**config.mk**
```make
export PLATFORM = sky130hd
export DESIGN_NAME = pmpc_top
export DESIGN_NICKNAME = d
export VERILOG_FILES = /design/src/common/pmpc_pkg.sv /design/src/common/pmpc_mdix_if.sv /design/src/hw/pmpc_sync.sv /design/src/hw/pmpc_mdix.sv /design/src/hw/pmpc_top.sv
export SDC_FILE = /design/constraint.sdc
export NUM_CORES = 1
export LEC_CHECK = 0
export ABC_CLOCK_PERIOD_IN_PS = 1700
export BUFFER_PORTS_ARGS = -buffer_cell sky130_fd_sc_hd__buf_2
export CORE_MARGIN = 3
export CORE_UTILIZATION = 49
export CTS_CLUSTER_SIZE = 14
export DETAILED_ROUTE_END_ITERATION = 12
export PLACE_DENSITY_LB_ADDON = 0.1
export SYNTH_ARGS = -nofsm -noshare
export SYNTH_HDL_FRONTEND = slang
export SYNTH_SLANG_ARGS = --single-unit
```
**constraint.sdc**
```tcl
create_clock -name core_clk -period 1.7 [get_ports core_clk]
set_input_delay 0.085 -clock core_clk [delete_from_list [all_inputs] [get_ports core_clk]]
set_output_delay 0.085 -clock core_clk [all_outputs]
set_load 0.01 [all_outputs]
```
**src/common/pmpc_pkg.sv**
```systemverilog
// Constants shared by the PHY operating-mode controller and its helpers.
// Assumes a single 250 MHz core clock and APB access with 32-bit data.
package pmpc_pkg;
    // Clock rate and timing figures.
    localparam int CLK_MHZ = 250;
    localparam int TICK_NS = 1000;
    localparam int TICK_CYC = (TICK_NS * CLK_MHZ) / 1000;
    localparam int WAKE_NS = 640;
    localparam int WAKE_CYC = (WAKE_NS * CLK_MHZ + 999) / 1000;
    localparam int SWRST_NS = 80;
    localparam int SWRST_CYC = (SWRST_NS * CLK_MHZ + 999) / 1000;
    localparam int MDIX_SLOT_US_DEF = 100;
    // Register indices; the byte address is four times the index.
    localparam int REG_CTRL_IDX = 0;
    localparam int REG_STAT_IDX = 1;
    localparam int REG_MODE_IDX = 17;
    localparam int REG_EXT2_IDX = 19;
    localparam logic [7:0] CTRL_ADDR = 8'(REG_CTRL_IDX * 4);
    localparam logic [7:0] STAT_ADDR = 8'(REG_STAT_IDX * 4);
    localparam logic [7:0] MODE_ADDR = 8'(REG_MODE_IDX * 4);
    localparam logic [7:0] EXT2_ADDR = 8'(REG_EXT2_IDX * 4);
    // Decoder one-hot positions.
    localparam int SEL_CTRL = 0;
    localparam int SEL_STAT = 1;
    localparam int SEL_MODE = 2;
    localparam int SEL_EXT2 = 3;
    // Control register fields.
    localparam int CTRL_DPX_BIT = 8;
    localparam int CTRL_PDN_BIT = 11;
    localparam int CTRL_AN_BIT = 12;
    localparam int CTRL_SPD_BIT = 13;
    localparam int CTRL_RST_BIT = 15;
    localparam logic [15:0] CTRL_RST_VAL = 16'h3000;
    // Extended control 2 fields.
    localparam int EXT2_SAVE100_BIT = 0;
    localparam int EXT2_SAVE10_BIT = 1;
    localparam int EXT2_XSWAP_BIT = 8;
    localparam int EXT2_XAUTO_BIT = 9;
    localparam logic [15:0] EXT2_RST_VAL = 16'h0200;
    // Status fields and latching defaults.
    localparam int STAT_LINK_BIT = 2;
    localparam int STAT_RFLT_BIT = 4;
    localparam logic LOW_DEF = 1'b0;
    localparam logic HIGH_DEF = 1'b0;
    localparam logic [7:0] MAX_DEF = 8'h00;
    localparam logic [7:0] MAX_SAT = 8'hff;
    // Synchronised pin vector positions.
    localparam int PIN_W = 6;
    localparam int PIN_RSTN = 0;
    localparam int PIN_AN = 1;
    localparam int PIN_CFG = 2;
    localparam int PIN_XOVER = 3;
    localparam int PIN_SPD = 4;
    localparam int PIN_DPX = 5;
    // Operating states.
    typedef enum logic [3:0] {
        ST_DOWN = 4'b0001,
        ST_WAKE = 4'b0010,
        ST_RUN = 4'b0100,
        ST_SWRST = 4'b1000
    } pmpc_state_t;
endpackage

```
**src/common/pmpc_mdix_if.sv**
```systemverilog
// Signals between the mode controller and the pair crossover controller.
// Assumes both ends run on the core clock.
`timescale 1ns/100ps
interface pmpc_mdix_if;
    logic active;
    logic auto_en;
    logic manual_swap;
    logic link_up;
    logic energy;
    logic tick;
    logic swap;
    logic settled;
    modport ctl (input active, auto_en, manual_swap, link_up, energy, tick,
                 output swap, settled);
    modport top (output active, auto_en, manual_swap, link_up, energy, tick,
                 input swap, settled);
endinterface

```
**src/hw/pmpc_sync.sv**
```systemverilog
// Two-stage synchroniser for a vector of slow pin levels.
// Assumes each bit is an independent level; no bus coherence is implied.
`timescale 1ns/100ps
module pmpc_sync #(
    parameter int W = 1
) (
    // Clock and reset.
    input wire logic core_clk,
    input wire logic rst,
    // Levels.
    input wire logic [W-1:0] async_in,
    output logic [W-1:0] sync_out
);
    genvar i;
    generate
        for (i = 0; i < W; i++) begin : g_bit
            logic meta_q;
            always_ff @(posedge core_clk) begin
                if (rst) begin
                    meta_q <= 1'b0;
                    sync_out[i] <= 1'b0;
                end else begin
                    meta_q <= async_in[i];
                    sync_out[i] <= meta_q;
                end
            end
        end
    endgenerate
endmodule

```
**src/hw/pmpc_mdix.sv**
```systemverilog
// Automatic pair crossover: toggles the pair choice each slot without energy.
// Assumes a one-cycle tick every microsecond from the parent.
`timescale 1ns/100ps
module pmpc_mdix #(
    parameter int SLOT_US = pmpc_pkg::MDIX_SLOT_US_DEF
) (
    // Clock and reset.
    input wire logic core_clk,
    input wire logic rst,
    // Controller side.
    pmpc_mdix_if.ctl mx
);
    logic [15:0] slot_q;

    always_ff @(posedge core_clk) begin
        if (rst || !mx.active) begin
            slot_q <= 16'h0000;
            mx.swap <= 1'b0;
            mx.settled <= 1'b0;
        end else if (!mx.auto_en) begin
            slot_q <= 16'h0000;
            mx.swap <= mx.manual_swap;
            mx.settled <= 1'b1;
        end else if (mx.link_up || mx.energy) begin
            // Pair choice is kept once the far end is heard.
            slot_q <= 16'h0000;
            mx.settled <= 1'b1;
        end else begin
            mx.settled <= 1'b0;
            if (mx.tick) begin
                if (slot_q == 16'(SLOT_US - 1)) begin
                    slot_q <= 16'h0000;
                    mx.swap <= !mx.swap;
                end else begin
                    slot_q <= slot_q + 16'h0001;
                end
            end
        end
    end
endmodule

```
**src/hw/pmpc_top.sv**
```systemverilog
// Operating-mode and power control of a 10/100 twisted-pair PHY.
// Assumes APB on the core clock and line-side status from same-clock logic.
//
// Overview of operation
// - Power down on reset pin or bit.
// - Powered down: functions off, MAC outputs zero.
// - Powered down: line transmit outputs tristated.
// - Power bit keeps registers, clears latching bits.
// - Reset returns every register to default.
// - Bit 19.0 disables 100M blocks at 10M.
// - Bit 19.1 disables 10M blocks at 100M.
// - Source pin picks strap or bit 0.12.
// - Enabled negotiation picks best common mode.
// - 100M mode enables its block coders.
// - 10M mode enables Manchester coding.
// - 10M full duplex: no loopback, no SQE.
// - Full duplex: carrier on receive, no collision.
// - Half duplex: carrier either way, collision both.
// - Without link, crossover swaps the pairs.
// - Crossover disabled by pin or bit 19.9.
// - Crossover settles before negotiation proceeds.
// - Crossover enabled by default after reset.
//
// Design decisions made here: register access over APB and the register addresses.
`timescale 1ns/100ps
module pmpc_top #(
    parameter int MDIX_SLOT_US = pmpc_pkg::MDIX_SLOT_US_DEF
) (
    // Clock and reset.
    input wire logic core_clk,
    input wire logic rst,
    // APB slave.
    input wire logic psel,
    input wire logic penable,
    input wire logic pwrite,
    input wire logic [7:0] paddr,
    input wire logic [31:0] pwdata,
    output logic [31:0] prdata,
    output logic pready,
    output logic pslverr,
    // Board pins.
    input wire logic hw_reset_pin_low,
    input wire logic autoneg_strap_pin,
    input wire logic config_source_select_pin,
    input wire logic crossover_enable_pin,
    input wire logic speed_strap_pin,
    input wire logic duplex_strap_pin,
    // Line and negotiation status.
    input wire logic tx_active,
    input wire logic rx_active,
    input wire logic link_up,
    input wire logic remote_fault,
    input wire logic rx_error,
    input wire logic an_speed_100,
    input wire logic an_full_duplex,
    input wire logic line_tx_bit,
    // MAC side.
    output logic crs,
    output logic col,
    output logic mac_outputs_en,
    // Line transmit pair.
    output logic line_tx_pos,
    output logic line_tx_pos_oe,
    output logic line_tx_neg,
    output logic line_tx_neg_oe,
    // Module enables.
    output logic en_100m_modules,
    output logic en_10m_modules,
    output logic coder_100m_en,
    output logic coder_10m_en,
    output logic loopback_en,
    output logic sqe_test_en,
    output logic autoneg_en,
    output logic autoneg_go,
    output logic mdix_swap,
    output logic powered_down
);
    logic [pmpc_pkg::PIN_W-1:0] pin_s;
    pmpc_pkg::pmpc_state_t state_q;
    logic [7:0] cnt_q;
    logic [15:0] ctrl_q;
    logic [15:0] ext2_q;
    logic link_lo_q;
    logic rflt_hi_q;
    logic [7:0] err_max_q;
    logic [7:0] tick_cnt_q;
    logic tick_q;
    logic [3:0] sel;
    logic apb_take;
    logic apb_done;
    logic wr_ctrl;
    logic wr_ext2;
    logic rd_stat;
    logic pd;
    logic run;
    logic swrst_done;
    logic regs_default;
    logic latch_init;
    logic hw_mode;
    logic an_enable;
    logic speed100;
    logic fd;
    logic xover_auto;
    pmpc_mdix_if mx ();

    pmpc_sync #(.W(pmpc_pkg::PIN_W)) u_sync (
        .core_clk(core_clk),
        .rst(rst),
        .async_in({duplex_strap_pin, speed_strap_pin, crossover_enable_pin,
                   config_source_select_pin, autoneg_strap_pin, hw_reset_pin_low}),
        .sync_out(pin_s)
    );

    // One-hot register select; zero means an unmapped address.
    function automatic logic [3:0] reg_decode(input logic [7:0] a);
        logic [3:0] s;
        s = 4'h0;
        if (a == pmpc_pkg::CTRL_ADDR) begin
            s[pmpc_pkg::SEL_CTRL] = 1'b1;
        end else if (a == pmpc_pkg::STAT_ADDR) begin
            s[pmpc_pkg::SEL_STAT] = 1'b1;
        end else if (a == pmpc_pkg::MODE_ADDR) begin
            s[pmpc_pkg::SEL_MODE] = 1'b1;
        end else if (a == pmpc_pkg::EXT2_ADDR) begin
            s[pmpc_pkg::SEL_EXT2] = 1'b1;
        end
        return s;
    endfunction

    assign sel = reg_decode(paddr);
    assign apb_take = psel && penable && !pready;
    assign apb_done = psel && penable && pready;
    assign wr_ctrl = apb_done && pwrite && sel[pmpc_pkg::SEL_CTRL];
    assign wr_ext2 = apb_done && pwrite && sel[pmpc_pkg::SEL_EXT2];
    // Clearing at the edge that captures the read data leaves no cycle for an event to be lost.
    assign rd_stat = apb_take && !pwrite && sel[pmpc_pkg::SEL_STAT];

    assign pd = !pin_s[pmpc_pkg::PIN_RSTN] || ctrl_q[pmpc_pkg::CTRL_PDN_BIT];
    assign run = (state_q == pmpc_pkg::ST_RUN);
    assign swrst_done = (state_q == pmpc_pkg::ST_SWRST) && (cnt_q == 8'h00);
    // Pin reset and software reset both restore defaults; the pin holds power-down, software reset only for its countdown.
    assign regs_default = rst || !pin_s[pmpc_pkg::PIN_RSTN] || swrst_done;
    assign latch_init = regs_default || ctrl_q[pmpc_pkg::CTRL_PDN_BIT];

    // Configuration source is a board strap and is not expected to move.
    assign hw_mode = !pin_s[pmpc_pkg::PIN_CFG];
    assign an_enable = hw_mode ? pin_s[pmpc_pkg::PIN_AN] : ctrl_q[pmpc_pkg::CTRL_AN_BIT];
    always_comb begin
        if (an_enable) begin
            speed100 = an_speed_100;
            fd = an_full_duplex;
        end else if (hw_mode) begin
            speed100 = pin_s[pmpc_pkg::PIN_SPD];
            fd = pin_s[pmpc_pkg::PIN_DPX];
        end else begin
            speed100 = ctrl_q[pmpc_pkg::CTRL_SPD_BIT];
            fd = ctrl_q[pmpc_pkg::CTRL_DPX_BIT];
        end
    end

    // Power and reset sequencing.
    always_ff @(posedge core_clk) begin
        if (rst) begin
            state_q <= pmpc_pkg::ST_DOWN;
            cnt_q <= 8'h00;
        end else begin
            case (state_q)
                pmpc_pkg::ST_DOWN: begin
                    if (!pd) begin
                        state_q <= pmpc_pkg::ST_WAKE;
                        cnt_q <= 8'(pmpc_pkg::WAKE_CYC - 1);
                    end
                end
                pmpc_pkg::ST_WAKE: begin
                    if (pd) begin
                        state_q <= pmpc_pkg::ST_DOWN;
                    end else if (cnt_q == 8'h00) begin
                        state_q <= pmpc_pkg::ST_RUN;
                    end else begin
                        cnt_q <= cnt_q - 8'h01;
                    end
                end
                pmpc_pkg::ST_RUN: begin
                    if (pd) begin
                        state_q <= pmpc_pkg::ST_DOWN;
                    end else if (ctrl_q[pmpc_pkg::CTRL_RST_BIT]) begin
                        state_q <= pmpc_pkg::ST_SWRST;
                        cnt_q <= 8'(pmpc_pkg::SWRST_CYC - 1);
                    end
                end
                pmpc_pkg::ST_SWRST: begin
                    if (!pin_s[pmpc_pkg::PIN_RSTN]) begin
                        state_q <= pmpc_pkg::ST_DOWN;
                    end else if (cnt_q == 8'h00) begin
                        state_q <= pmpc_pkg::ST_RUN;
                    end else begin
                        cnt_q <= cnt_q - 8'h01;
                    end
                end
                default: begin
                    state_q <= pmpc_pkg::ST_DOWN;
                end
            endcase
        end
    end

    // Microsecond tick for the crossover slot timer.
    always_ff @(posedge core_clk) begin
        if (rst || tick_cnt_q == 8'(pmpc_pkg::TICK_CYC - 1)) begin
            tick_cnt_q <= 8'h00;
            tick_q <= !rst;
        end else begin
            tick_cnt_q <= tick_cnt_q + 8'h01;
            tick_q <= 1'b0;
        end
    end

    // Writable control registers.
    always_ff @(posedge core_clk) begin
        if (regs_default) begin
            ctrl_q <= pmpc_pkg::CTRL_RST_VAL;
            ext2_q <= pmpc_pkg::EXT2_RST_VAL;
        end else begin
            if (wr_ctrl) begin
                ctrl_q <= pwdata[15:0];
            end
            if (wr_ext2) begin
                ext2_q <= pwdata[15:0];
            end
        end
    end

    // Latching status; a new event in the read cycle wins over the clear.
    always_ff @(posedge core_clk) begin
        if (latch_init) begin
            link_lo_q <= pmpc_pkg::LOW_DEF;
            rflt_hi_q <= pmpc_pkg::HIGH_DEF;
            err_max_q <= pmpc_pkg::MAX_DEF;
        end else begin
            link_lo_q <= rd_stat ? link_up : (link_lo_q && link_up);
            rflt_hi_q <= rd_stat ? remote_fault : (rflt_hi_q || remote_fault);
            if (rd_stat) begin
                err_max_q <= {7'h00, rx_error};
            end else if (rx_error && err_max_q != pmpc_pkg::MAX_SAT) begin
                err_max_q <= err_max_q + 8'h01;
            end
        end
    end

    // APB answer one cycle into the access phase.
    always_ff @(posedge core_clk) begin
        if (rst) begin
            pready <= 1'b0;
            pslverr <= 1'b0;
            prdata <= 32'h0000_0000;
        end else begin
            pready <= apb_take;
            pslverr <= apb_take && (sel == 4'h0);
            if (!apb_take || pwrite) begin
                prdata <= 32'h0000_0000;
            end else if (sel[pmpc_pkg::SEL_CTRL]) begin
                prdata <= {16'h0000, ctrl_q};
            end else if (sel[pmpc_pkg::SEL_STAT]) begin
                prdata <= (32'(link_lo_q) << pmpc_pkg::STAT_LINK_BIT)
                          | (32'(rflt_hi_q) << pmpc_pkg::STAT_RFLT_BIT);
            end else if (sel[pmpc_pkg::SEL_MODE]) begin
                prdata <= {16'h0000, err_max_q, 2'b00, hw_mode, an_enable,
                           mdix_swap, fd, speed100, powered_down};
            end else if (sel[pmpc_pkg::SEL_EXT2]) begin
                prdata <= {16'h0000, ext2_q};
            end else begin
                prdata <= 32'h0000_0000;
            end
        end
    end

    // Crossover controller hookup.
    assign xover_auto = ext2_q[pmpc_pkg::EXT2_XAUTO_BIT] && pin_s[pmpc_pkg::PIN_XOVER];
    assign mx.active = run;
    assign mx.auto_en = xover_auto;
    assign mx.manual_swap = ext2_q[pmpc_pkg::EXT2_XSWAP_BIT];
    assign mx.link_up = link_up;
    assign mx.energy = rx_active;
    assign mx.tick = tick_q;

    pmpc_mdix #(.SLOT_US(MDIX_SLOT_US)) u_mdix (
        .core_clk(core_clk),
        .rst(rst),
        .mx(mx)
    );

    // Registered outputs; everything but management and powered_down falls quiet unless running.
    always_ff @(posedge core_clk) begin
        if (rst) begin
            crs <= 1'b0;
            col <= 1'b0;
            mac_outputs_en <= 1'b0;
            line_tx_pos <= 1'b0;
            line_tx_neg <= 1'b0;
            line_tx_pos_oe <= 1'b0;
            line_tx_neg_oe <= 1'b0;
            en_100m_modules <= 1'b0;
            en_10m_modules <= 1'b0;
            coder_100m_en <= 1'b0;
            coder_10m_en <= 1'b0;
            loopback_en <= 1'b0;
            sqe_test_en <= 1'b0;
            autoneg_en <= 1'b0;
            autoneg_go <= 1'b0;
            mdix_swap <= 1'b0;
            powered_down <= 1'b1;
        end else begin
            crs <= run && (rx_active || (!fd && tx_active));
            col <= run && !fd && tx_active && rx_active;
            mac_outputs_en <= run;
            line_tx_pos <= run && line_tx_bit;
            line_tx_neg <= run && !line_tx_bit;
            line_tx_pos_oe <= run;
            line_tx_neg_oe <= run;
            en_100m_modules <= run && (speed100 || !ext2_q[pmpc_pkg::EXT2_SAVE100_BIT]);
            en_10m_modules <= run && (!speed100 || !ext2_q[pmpc_pkg::EXT2_SAVE10_BIT]);
            coder_100m_en <= run && speed100;
            coder_10m_en <= run && !speed100;
            loopback_en <= run && !speed100 && !fd;
            sqe_test_en <= run && !speed100 && !fd;
            autoneg_en <= run && an_enable;
            autoneg_go <= run && an_enable && (mx.settled || !xover_auto);
            mdix_swap <= mx.swap;
            powered_down <= !run;
        end
    end

    property p_tx_tristate;
        @(posedge core_clk) disable iff (rst) pd |-> ##2 (!line_tx_pos_oe && !line_tx_neg_oe);
    endproperty
    a_tx_tristate: assert property (p_tx_tristate) else $error("Line outputs driven in power-down.");

    property p_mac_quiet;
        @(posedge core_clk) disable iff (rst) pd |-> ##2 (!crs && !col && !mac_outputs_en);
    endproperty
    a_mac_quiet: assert property (p_mac_quiet) else $error("MAC outputs active in power-down.");

    property p_fd_carrier;
        @(posedge core_clk) disable iff (rst)
            (run && fd && tx_active && !rx_active) |=> (!crs && !col);
    endproperty
    a_fd_carrier: assert property (p_fd_carrier) else $error("Full duplex carrier on transmit.");

    property p_hd_collision;
        @(posedge core_clk) disable iff (rst)
            (run && !fd && tx_active && rx_active) |=> (crs && col);
    endproperty
    a_hd_collision: assert property (p_hd_collision) else $error("Half duplex collision missed.");

    property p_save100;
        @(posedge core_clk) disable iff (rst)
            (run && !speed100) |=> (en_100m_modules == !$past(ext2_q[pmpc_pkg::EXT2_SAVE100_BIT]));
    endproperty
    a_save100: assert property (p_save100) else $error("100M module enable wrong at 10M.");

    property p_save10;
        @(posedge core_clk) disable iff (rst)
            (run && speed100) |=> (en_10m_modules == !$past(ext2_q[pmpc_pkg::EXT2_SAVE10_BIT]));
    endproperty
    a_save10: assert property (p_save10) else $error("10M module enable wrong at 100M.");

    property p_fd10_noloop;
        @(posedge core_clk) disable iff (rst)
            (run && !speed100 && fd) |=> (!loopback_en && !sqe_test_en);
    endproperty
    a_fd10_noloop: assert property (p_fd10_noloop) else $error("Loopback or SQE in 10M full duplex.");

    property p_latch_clear;
        @(posedge core_clk) disable iff (rst)
            ctrl_q[pmpc_pkg::CTRL_PDN_BIT] |=> (link_lo_q == pmpc_pkg::LOW_DEF
                && rflt_hi_q == pmpc_pkg::HIGH_DEF && err_max_q == pmpc_pkg::MAX_DEF);
    endproperty
    a_latch_clear: assert property (p_latch_clear) else $error("Latching bits kept in power-down.");

    property p_an_strap;
        @(posedge core_clk) disable iff (rst)
            (run && hw_mode) |=> (autoneg_en == $past(pin_s[pmpc_pkg::PIN_AN]));
    endproperty
    a_an_strap: assert property (p_an_strap) else $error("Strap not steering negotiation.");

    property p_wake;
        @(posedge core_clk) disable iff (rst)
            ($fell(ctrl_q[pmpc_pkg::CTRL_PDN_BIT]) && pin_s[pmpc_pkg::PIN_RSTN])
                |-> ##[1:170] (mac_outputs_en || pd);
    endproperty
    a_wake: assert property (p_wake) else $error("No resume after power bit cleared.");
endmodule

```
==> Yosys cells after proc, flatten, opt, wreduce, memory -nomap -nowiden <==
Cells that the tools add are included.
Widths: inputs -> output; s select.
{ "totals": {"register_bits": 141, "latch_bits": 0, "ram_bits": 0, "rom_bits": 0, "elab_cells": 175, "mem_count": 0} }
{ "op_classes": {"add_sub_neg": 4, "multipliers": 0, "div": 0, "order_cmp": 0, "n_eq_ne": 19, "shifts": 0, "n_mux": 41, "bitwise_logic": 2, "n_reduce_logical": 66} }
{ "ops": {"columns": ["cell", "count"], "rows": [
  ["$mux 16", 5],
  ["$mux 8", 6],
  ["$pmux 8 s4", 1],
  ["$logic_and 1x1->1", 27],
  ["$mux 4", 6],
  ["$mux 1", 20],
  ["$add 16x1->16 const B", 1],
  ["$add 8x1->8 const B", 2],
  ["$eq 16x7->1 const B", 1],
  ["$eq 8x7->1 const B", 2],
  ["$logic_not 8->1", 2],
  ["$pmux 4 s4", 1],
  ["$logic_not 1->1", 14],
  ["$ne 2x2->1 const B", 7],
  ["$logic_or 1x1->1", 13],
  ["$eq 8x3->1 const B", 1],
  ["$eq 8x8->1 const B", 1],
  ["$ne 8x8->1 const B", 1],
  ["$sub 8x1->8 const B", 1],
  ["$reduce_and 6->1", 1],
  ["$reduce_or 3->1", 2],
  ["$or 3x5->5", 1],
  ["$eq 4x1->1 const B", 1],
  ["$eq 4x2->1 const B", 1],
  ["13 further kinds", 14]
]} }

==> Logic depth before layout (Yosys ltp) <==
{ "logic_depth": {"depth_word": 9, "depth_mapped": 9, "depth_no_buf": 7} }

==> Hierarchy <==
A second synthesis with hierarchy kept.
{ "unflattened": {"cells_unflattened": 577, "area_unflattened_um2": 5378.9} }
{ "modules_own_cells": {"columns": ["mod", "n_inst", "cells_per_inst", "area_each_um2", "seq_area_each_um2"], "rows": [
  ["pmpc_top", 1, 455, 4170.2, 1901.8],
  ["pmpc_mdix", 1, 97, 842.1, 360.3],
  ["pmpc_sync", 1, 25, 366.6, 240.2]
]} }

==> Least setup slack after synthesis <==
Ideal clock, no wire load.
{ "synth_timing": {"path_type": "flip-flop to flip-flop", "startpoint": "register cnt_q[1]", "endpoint": "register ctrl_q[5]", "arrival_ns": 1.782, "setup_slack_ns": -0.199, "path_stages_with_launch": 10, "period_less_slack_ns": 1.899, "path_cell_list": "dfxtp_1 -> inv_1 -> ha_1 -> or3b_2 -> nor3_1 -> nor2_1 -> nand2_1 -> buf_4 -> buf_4 -> a21oi_1"} }
{ "synth_between": {"elab_chain_len": 3} }
{ "synth_rtl": {"columns": ["item", "line", "source"], "rows": [
  ["from (decl)", "pmpc_top.sv:80", "logic [7:0] cnt_q;"],
  ["from (signal assigned)", "pmpc_top.sv:171", "cnt_q <= 8'(pmpc_pkg::WAKE_CYC - 1);"],
  ["from (signal assigned)", "pmpc_top.sv:180", "cnt_q <= cnt_q - 8'h01;"],
  ["from (signal assigned)", "pmpc_top.sv:188", "cnt_q <= 8'(pmpc_pkg::SWRST_CYC - 1);"],
  ["$logic_not 8->1", "pmpc_top.sv:140", "assign swrst_done = (state_q == pmpc_pkg::ST_SWRST) && (cnt_q == 8'h00);"],
  ["$logic_and 1x1->1", "pmpc_top.sv:140", null],
  ["$logic_or 1x1->1", "pmpc_top.sv:142", "assign regs_default = rst || !pin_s[pmpc_pkg::PIN_RSTN] || swrst_done;"],
  ["to (signal assigned)", "pmpc_top.sv:221", "ctrl_q <= pmpc_pkg::CTRL_RST_VAL;"],
  ["to (signal assigned)", "pmpc_top.sv:225", "ctrl_q <= pwdata[15:0];"],
  ["to (decl)", "pmpc_top.sv:81", "logic [15:0] ctrl_q;"]
]} }
No other way between the ends.
A chain may end at the register's enable or synchronous reset.

==> Worst setup path after layout <==
{ "layout_timing": {"startpoint": "register state_q[1]", "endpoint": "register cnt_q[4]"} }
{ "layout_between": {"elab_chain_len": 3} }
{ "layout_rtl": {"columns": ["item", "line", "source"], "rows": [
  ["from (decl)", "pmpc_top.sv:79", "pmpc_pkg::pmpc_state_t state_q;"],
  ["from (signal assigned)", "pmpc_top.sv:164", "state_q <= pmpc_pkg::ST_DOWN;"],
  ["from (signal assigned)", "pmpc_top.sv:170", "state_q <= pmpc_pkg::ST_WAKE;"],
  ["from (signal assigned)", "pmpc_top.sv:176", "state_q <= pmpc_pkg::ST_DOWN;"],
  ["$eq 4x4->1, or another cell as far along", "pmpc_top.sv:167", "case (state_q)"],
  ["$ne 2x1->1 (no source line), or another cell as far along", null, null],
  ["$reduce_and 6->1 (no source line)", null, null]
]} }
Several ways; a longest one is shown, not always the timed one.

==> flow_summary.toml <==
[global_route]
busiest_layer = "met2"
met1_usage_pct = 28.4
first_global_vias = 4601
antenna_found_initial = 1
grt_start_max_net_pins = 17
overflow = 0
grt_use_met3_pct = 5.58
grt_pass1_wl_um = 21600
gr-usage-met2_pct = 39.6
grt_usage_pct = 23.1

[worst_setup_path]
r2r-end = "cnt_q[4]$_SDFFE_PP0P_"
cp_cell_sequence = "or4b_4, a211oi_4, buf_6, a31oi_1, a311oi_1"
critPathKind = "register to register"
worst_r2r_path_depth = 5
required_ps = 2120
max_stage_delay_ps = 560
rrSetupSlack_ps = -50
cp-start-kind = "register"
end_kind = "register"
path_max_fanout = 5
crit_arrival_ps = 2170
crit_slowest_cell = "or4b_4"
critical_path_buf_inv_count = 1
crit_family = "compound AO/OA/AOI/OAI gates"
r2r_start = "state_q[1]$_SDFFE_PP0P_"

[route]
routedWlPerCell_um = 14.8
avgViaCountPerCell = 5.28
num_vias = 4824
drtIter0Drc = 266
wl_um = 13500
ant_nets = 0
firstDrtPassIters = 5
drc = 0

[logic_synthesis]
synth_area_mm2 = 0.00526
yosys_warnings = 0
ys_top_cells_by_area = "dfxtp_1 (48%), nand2_1 (6.3%), nor2_1 (5.0%), a21oi_1 (4.0%), buf_4 (3.1%)"
synth_top_area_share_pct = 47.5
avgSynthCellArea_um2 = 8.70
yosysMostFrequentCell = "dfxtp_1"
synth_seq_cells = 125
yosysTopAreaCell = "dfxtp_1"
synth_edf_count = 0
synth_cells = 605
synth_commonest_cells = "dfxtp_1 (125), nand2_1 (88), nor2_1 (70)"
synth_flop_cell = "dfxtp_1"
async_flop_share_pct = 0
synth_cell_types = 51
synth-seq-area-share_pct = 47.5

[hold_path]
hold_path.class = "primary input to register"
worstHoldEndpoint = "err_max_q[0]$_SDFFE_PP0P_"
holdPathStages = 5
hp-start = "psel"

[finish]
fin_area_mm2 = 0.00721
final_nets = 828
area_growth_pct = 37.0
diodes = 0
drive_above_1_share_pct = 29.2

[cts]
cts_buffers = 17
cts.sinks = 125
clockBufferDepth = 2
worstSkewPairLatency_ps = 520
ctsRootBufferMaster = "clkbuf_8"
cts_tree = "yes"
htreeDepth = 4
clk_pin_slew_ps = 60

[power]
powerDensity_mw_per_mm2 = 952
finalPower_mw = 6.87
p_int_mw = 5.32
switching_share_pct = 22.4
p_leak_nw = 2.83
switching_power_mw = 1.54
seqPwrFrac_pct = 43.6
ir_drop_mv = 0.654
clkPwrFrac_pct = 49.2
p_comb_share_pct = 7.2

[sta]
setup_viol = 23
slew_viol_final = 0
rsz0062_at_grt = "yes"
finClkSkew_ps = 8.48
hold_violations = 0
fin_crit_sh_pct = 103
setup_ws_ps = -53.9
period_needed_ps = 1750
whs_ps = 29.5
fmax_mhz = 570

[die]
die_height_um = 110
core_area_mm2 = 0.0104
start_util_pct = 50.8
num_rows = 37
io_pins = 110
die-area_mm2 = 0.0120
fp.dieW_um = 110

[place]
gp_congestion = 0.838
portBuffers = 77
place_area_mm2 = 0.00599
dp_slack_ps = -82.5
place_hpwl_um = 9030

[job]
drv_cap = 0

[status]
violations = "setup timing"
outcome = "finished, violations left"
-- repair_timing --
item,CTS,global route
gates cloned,2,1
hold endpoints to repair,63,0
endpoints found under the setup margin,35,52
gates resized for setup,9,47
buffers inserted,2,5
pin swaps,5,13
hold buffers,39,0
-- tightest hold or removal path, cell delays in order --
cell     delay, ps
buf_2          100
nand2_1         90
nor2_1          50
nand4_1        100
a21oi_1         60
-- stage by stage --
stage                     util, %  std cells  TNS [ps]
after floorplan                 -        620      -622
after global placement       57.7        833      -271
after detailed placement     57.7        833     -1910
after CTS                    67.6        908     -2440
after global routing         69.5        913     -3730
final                        69.5        913      -782
-- layout make-up --
cell class	count	area (µm²)
clock buffers	21	439
repair buffers	174	1270
inverters	17	63.8
well taps	136	170
fillers	825	3160
multi-input cells	429	2640
clock inverters	11	119
flip-flops and latches	125	2510
-- state kept, by name, summed over array words and instances, names as in the netlist, 4 cells and up --
name	flops
ctrl_q	16
ext2_q	16
prdata	16
u_mdix.slot_q	16
cnt_q	8
err_max_q	8
tick_cnt_q	8
u_sync.g_bit.meta_q	6
u_sync.sync_out	6
state_q	4
-- placed cells by master, fill, tap and decap left out, drive strengths merged, types with 5 or more instances in the layout --
| master | n |
|---|---|
| a21oi | 42 |
| conb | 16 |
| o21ai | 8 |
| inv | 17 |
| mux2 | 12 |
| nand2 | 89 |
| ha | 5 |
| and4 | 5 |
| nand2b | 6 |
| nor2b | 16 |
| a22oi | 13 |
| nor3 | 21 |
| dfxtp | 125 |
| clkbuf | 22 |
| mux2i | 9 |
| clkinv | 8 |
| nor2 | 71 |
| nand3 | 19 |
| xor2 | 15 |
| and3 | 9 |
| dlygate4sd3 | 39 |
| a211oi | 6 |
| buf | 134 |
| nand4 | 13 |
| nor4 | 6 |
| xnor2 | 11 |
-- cell families (layout without fill, tap and decap cells) --
| kind of cell | Yosys count | in the layout | synth area share [%] |
|---|---|---|---|
| AO/OA/AOI/OAI | 94 | 94 | 12.0 |
| XOR/XNOR | 26 | 26 | 4.33 |
| adder cells (fa/ha/maj) | 5 | 5 | 1.19 |
| buffers and inverters | 66 | 223 | 6.51 |
| flip-flops | 125 | 125 | 47.5 |
| multiplexers | 21 | 21 | 4.28 |
| other | 1 | 16 | 0.0712 |
| AND/OR/NAND/NOR | 267 | 267 | 24.1 |
-- power by group through the flow --
stage,combinational (mW),clock (mW),sequential (mW)
final,0.494,3.38,3.00
after global routing,0.540,3.59,3.00
after CTS,0.453,3.44,2.99
after detailed placement,0.368,0,3.06
after global placement,0.363,0,3.05
after floorplan,0.248,0,3.05
-- metal layers --
layer  part of all wire (%)  vias to the layer above
li1                       -                     2376
met1                     42                     2257
met2                     50                      162
met3                    5.9                       27
met4                    1.7                        2
met5                  0.096                        -
-- how the worst max path moves through the flow --
stage                                         to  slack [ps]  cells after the start               startpoint
final                      cnt_q[4]$_SDFFE_PP0P_         -50                      5  state_q[1]$_SDFFE_PP0P_
after global routing      ctrl_q[1]$_SDFFE_PP0P_        -130                      9    cnt_q[0]$_SDFFE_PP0P_
after CTS                 ext2_q[4]$_SDFFE_PP0P_         -90                      8  state_q[1]$_SDFFE_PP0P_
after detailed placement   cnt_q[3]$_SDFFE_PP0P_         -80                      7    cnt_q[0]$_SDFFE_PP0P_
after global placement     cnt_q[3]$_SDFFE_PP0P_         -40                      7    cnt_q[0]$_SDFFE_PP0P_
after floorplan            cnt_q[7]$_SDFFE_PP0P_         -70                      5  state_q[0]$_SDFFE_PP1P_
(Power assumes the default switching activity.)
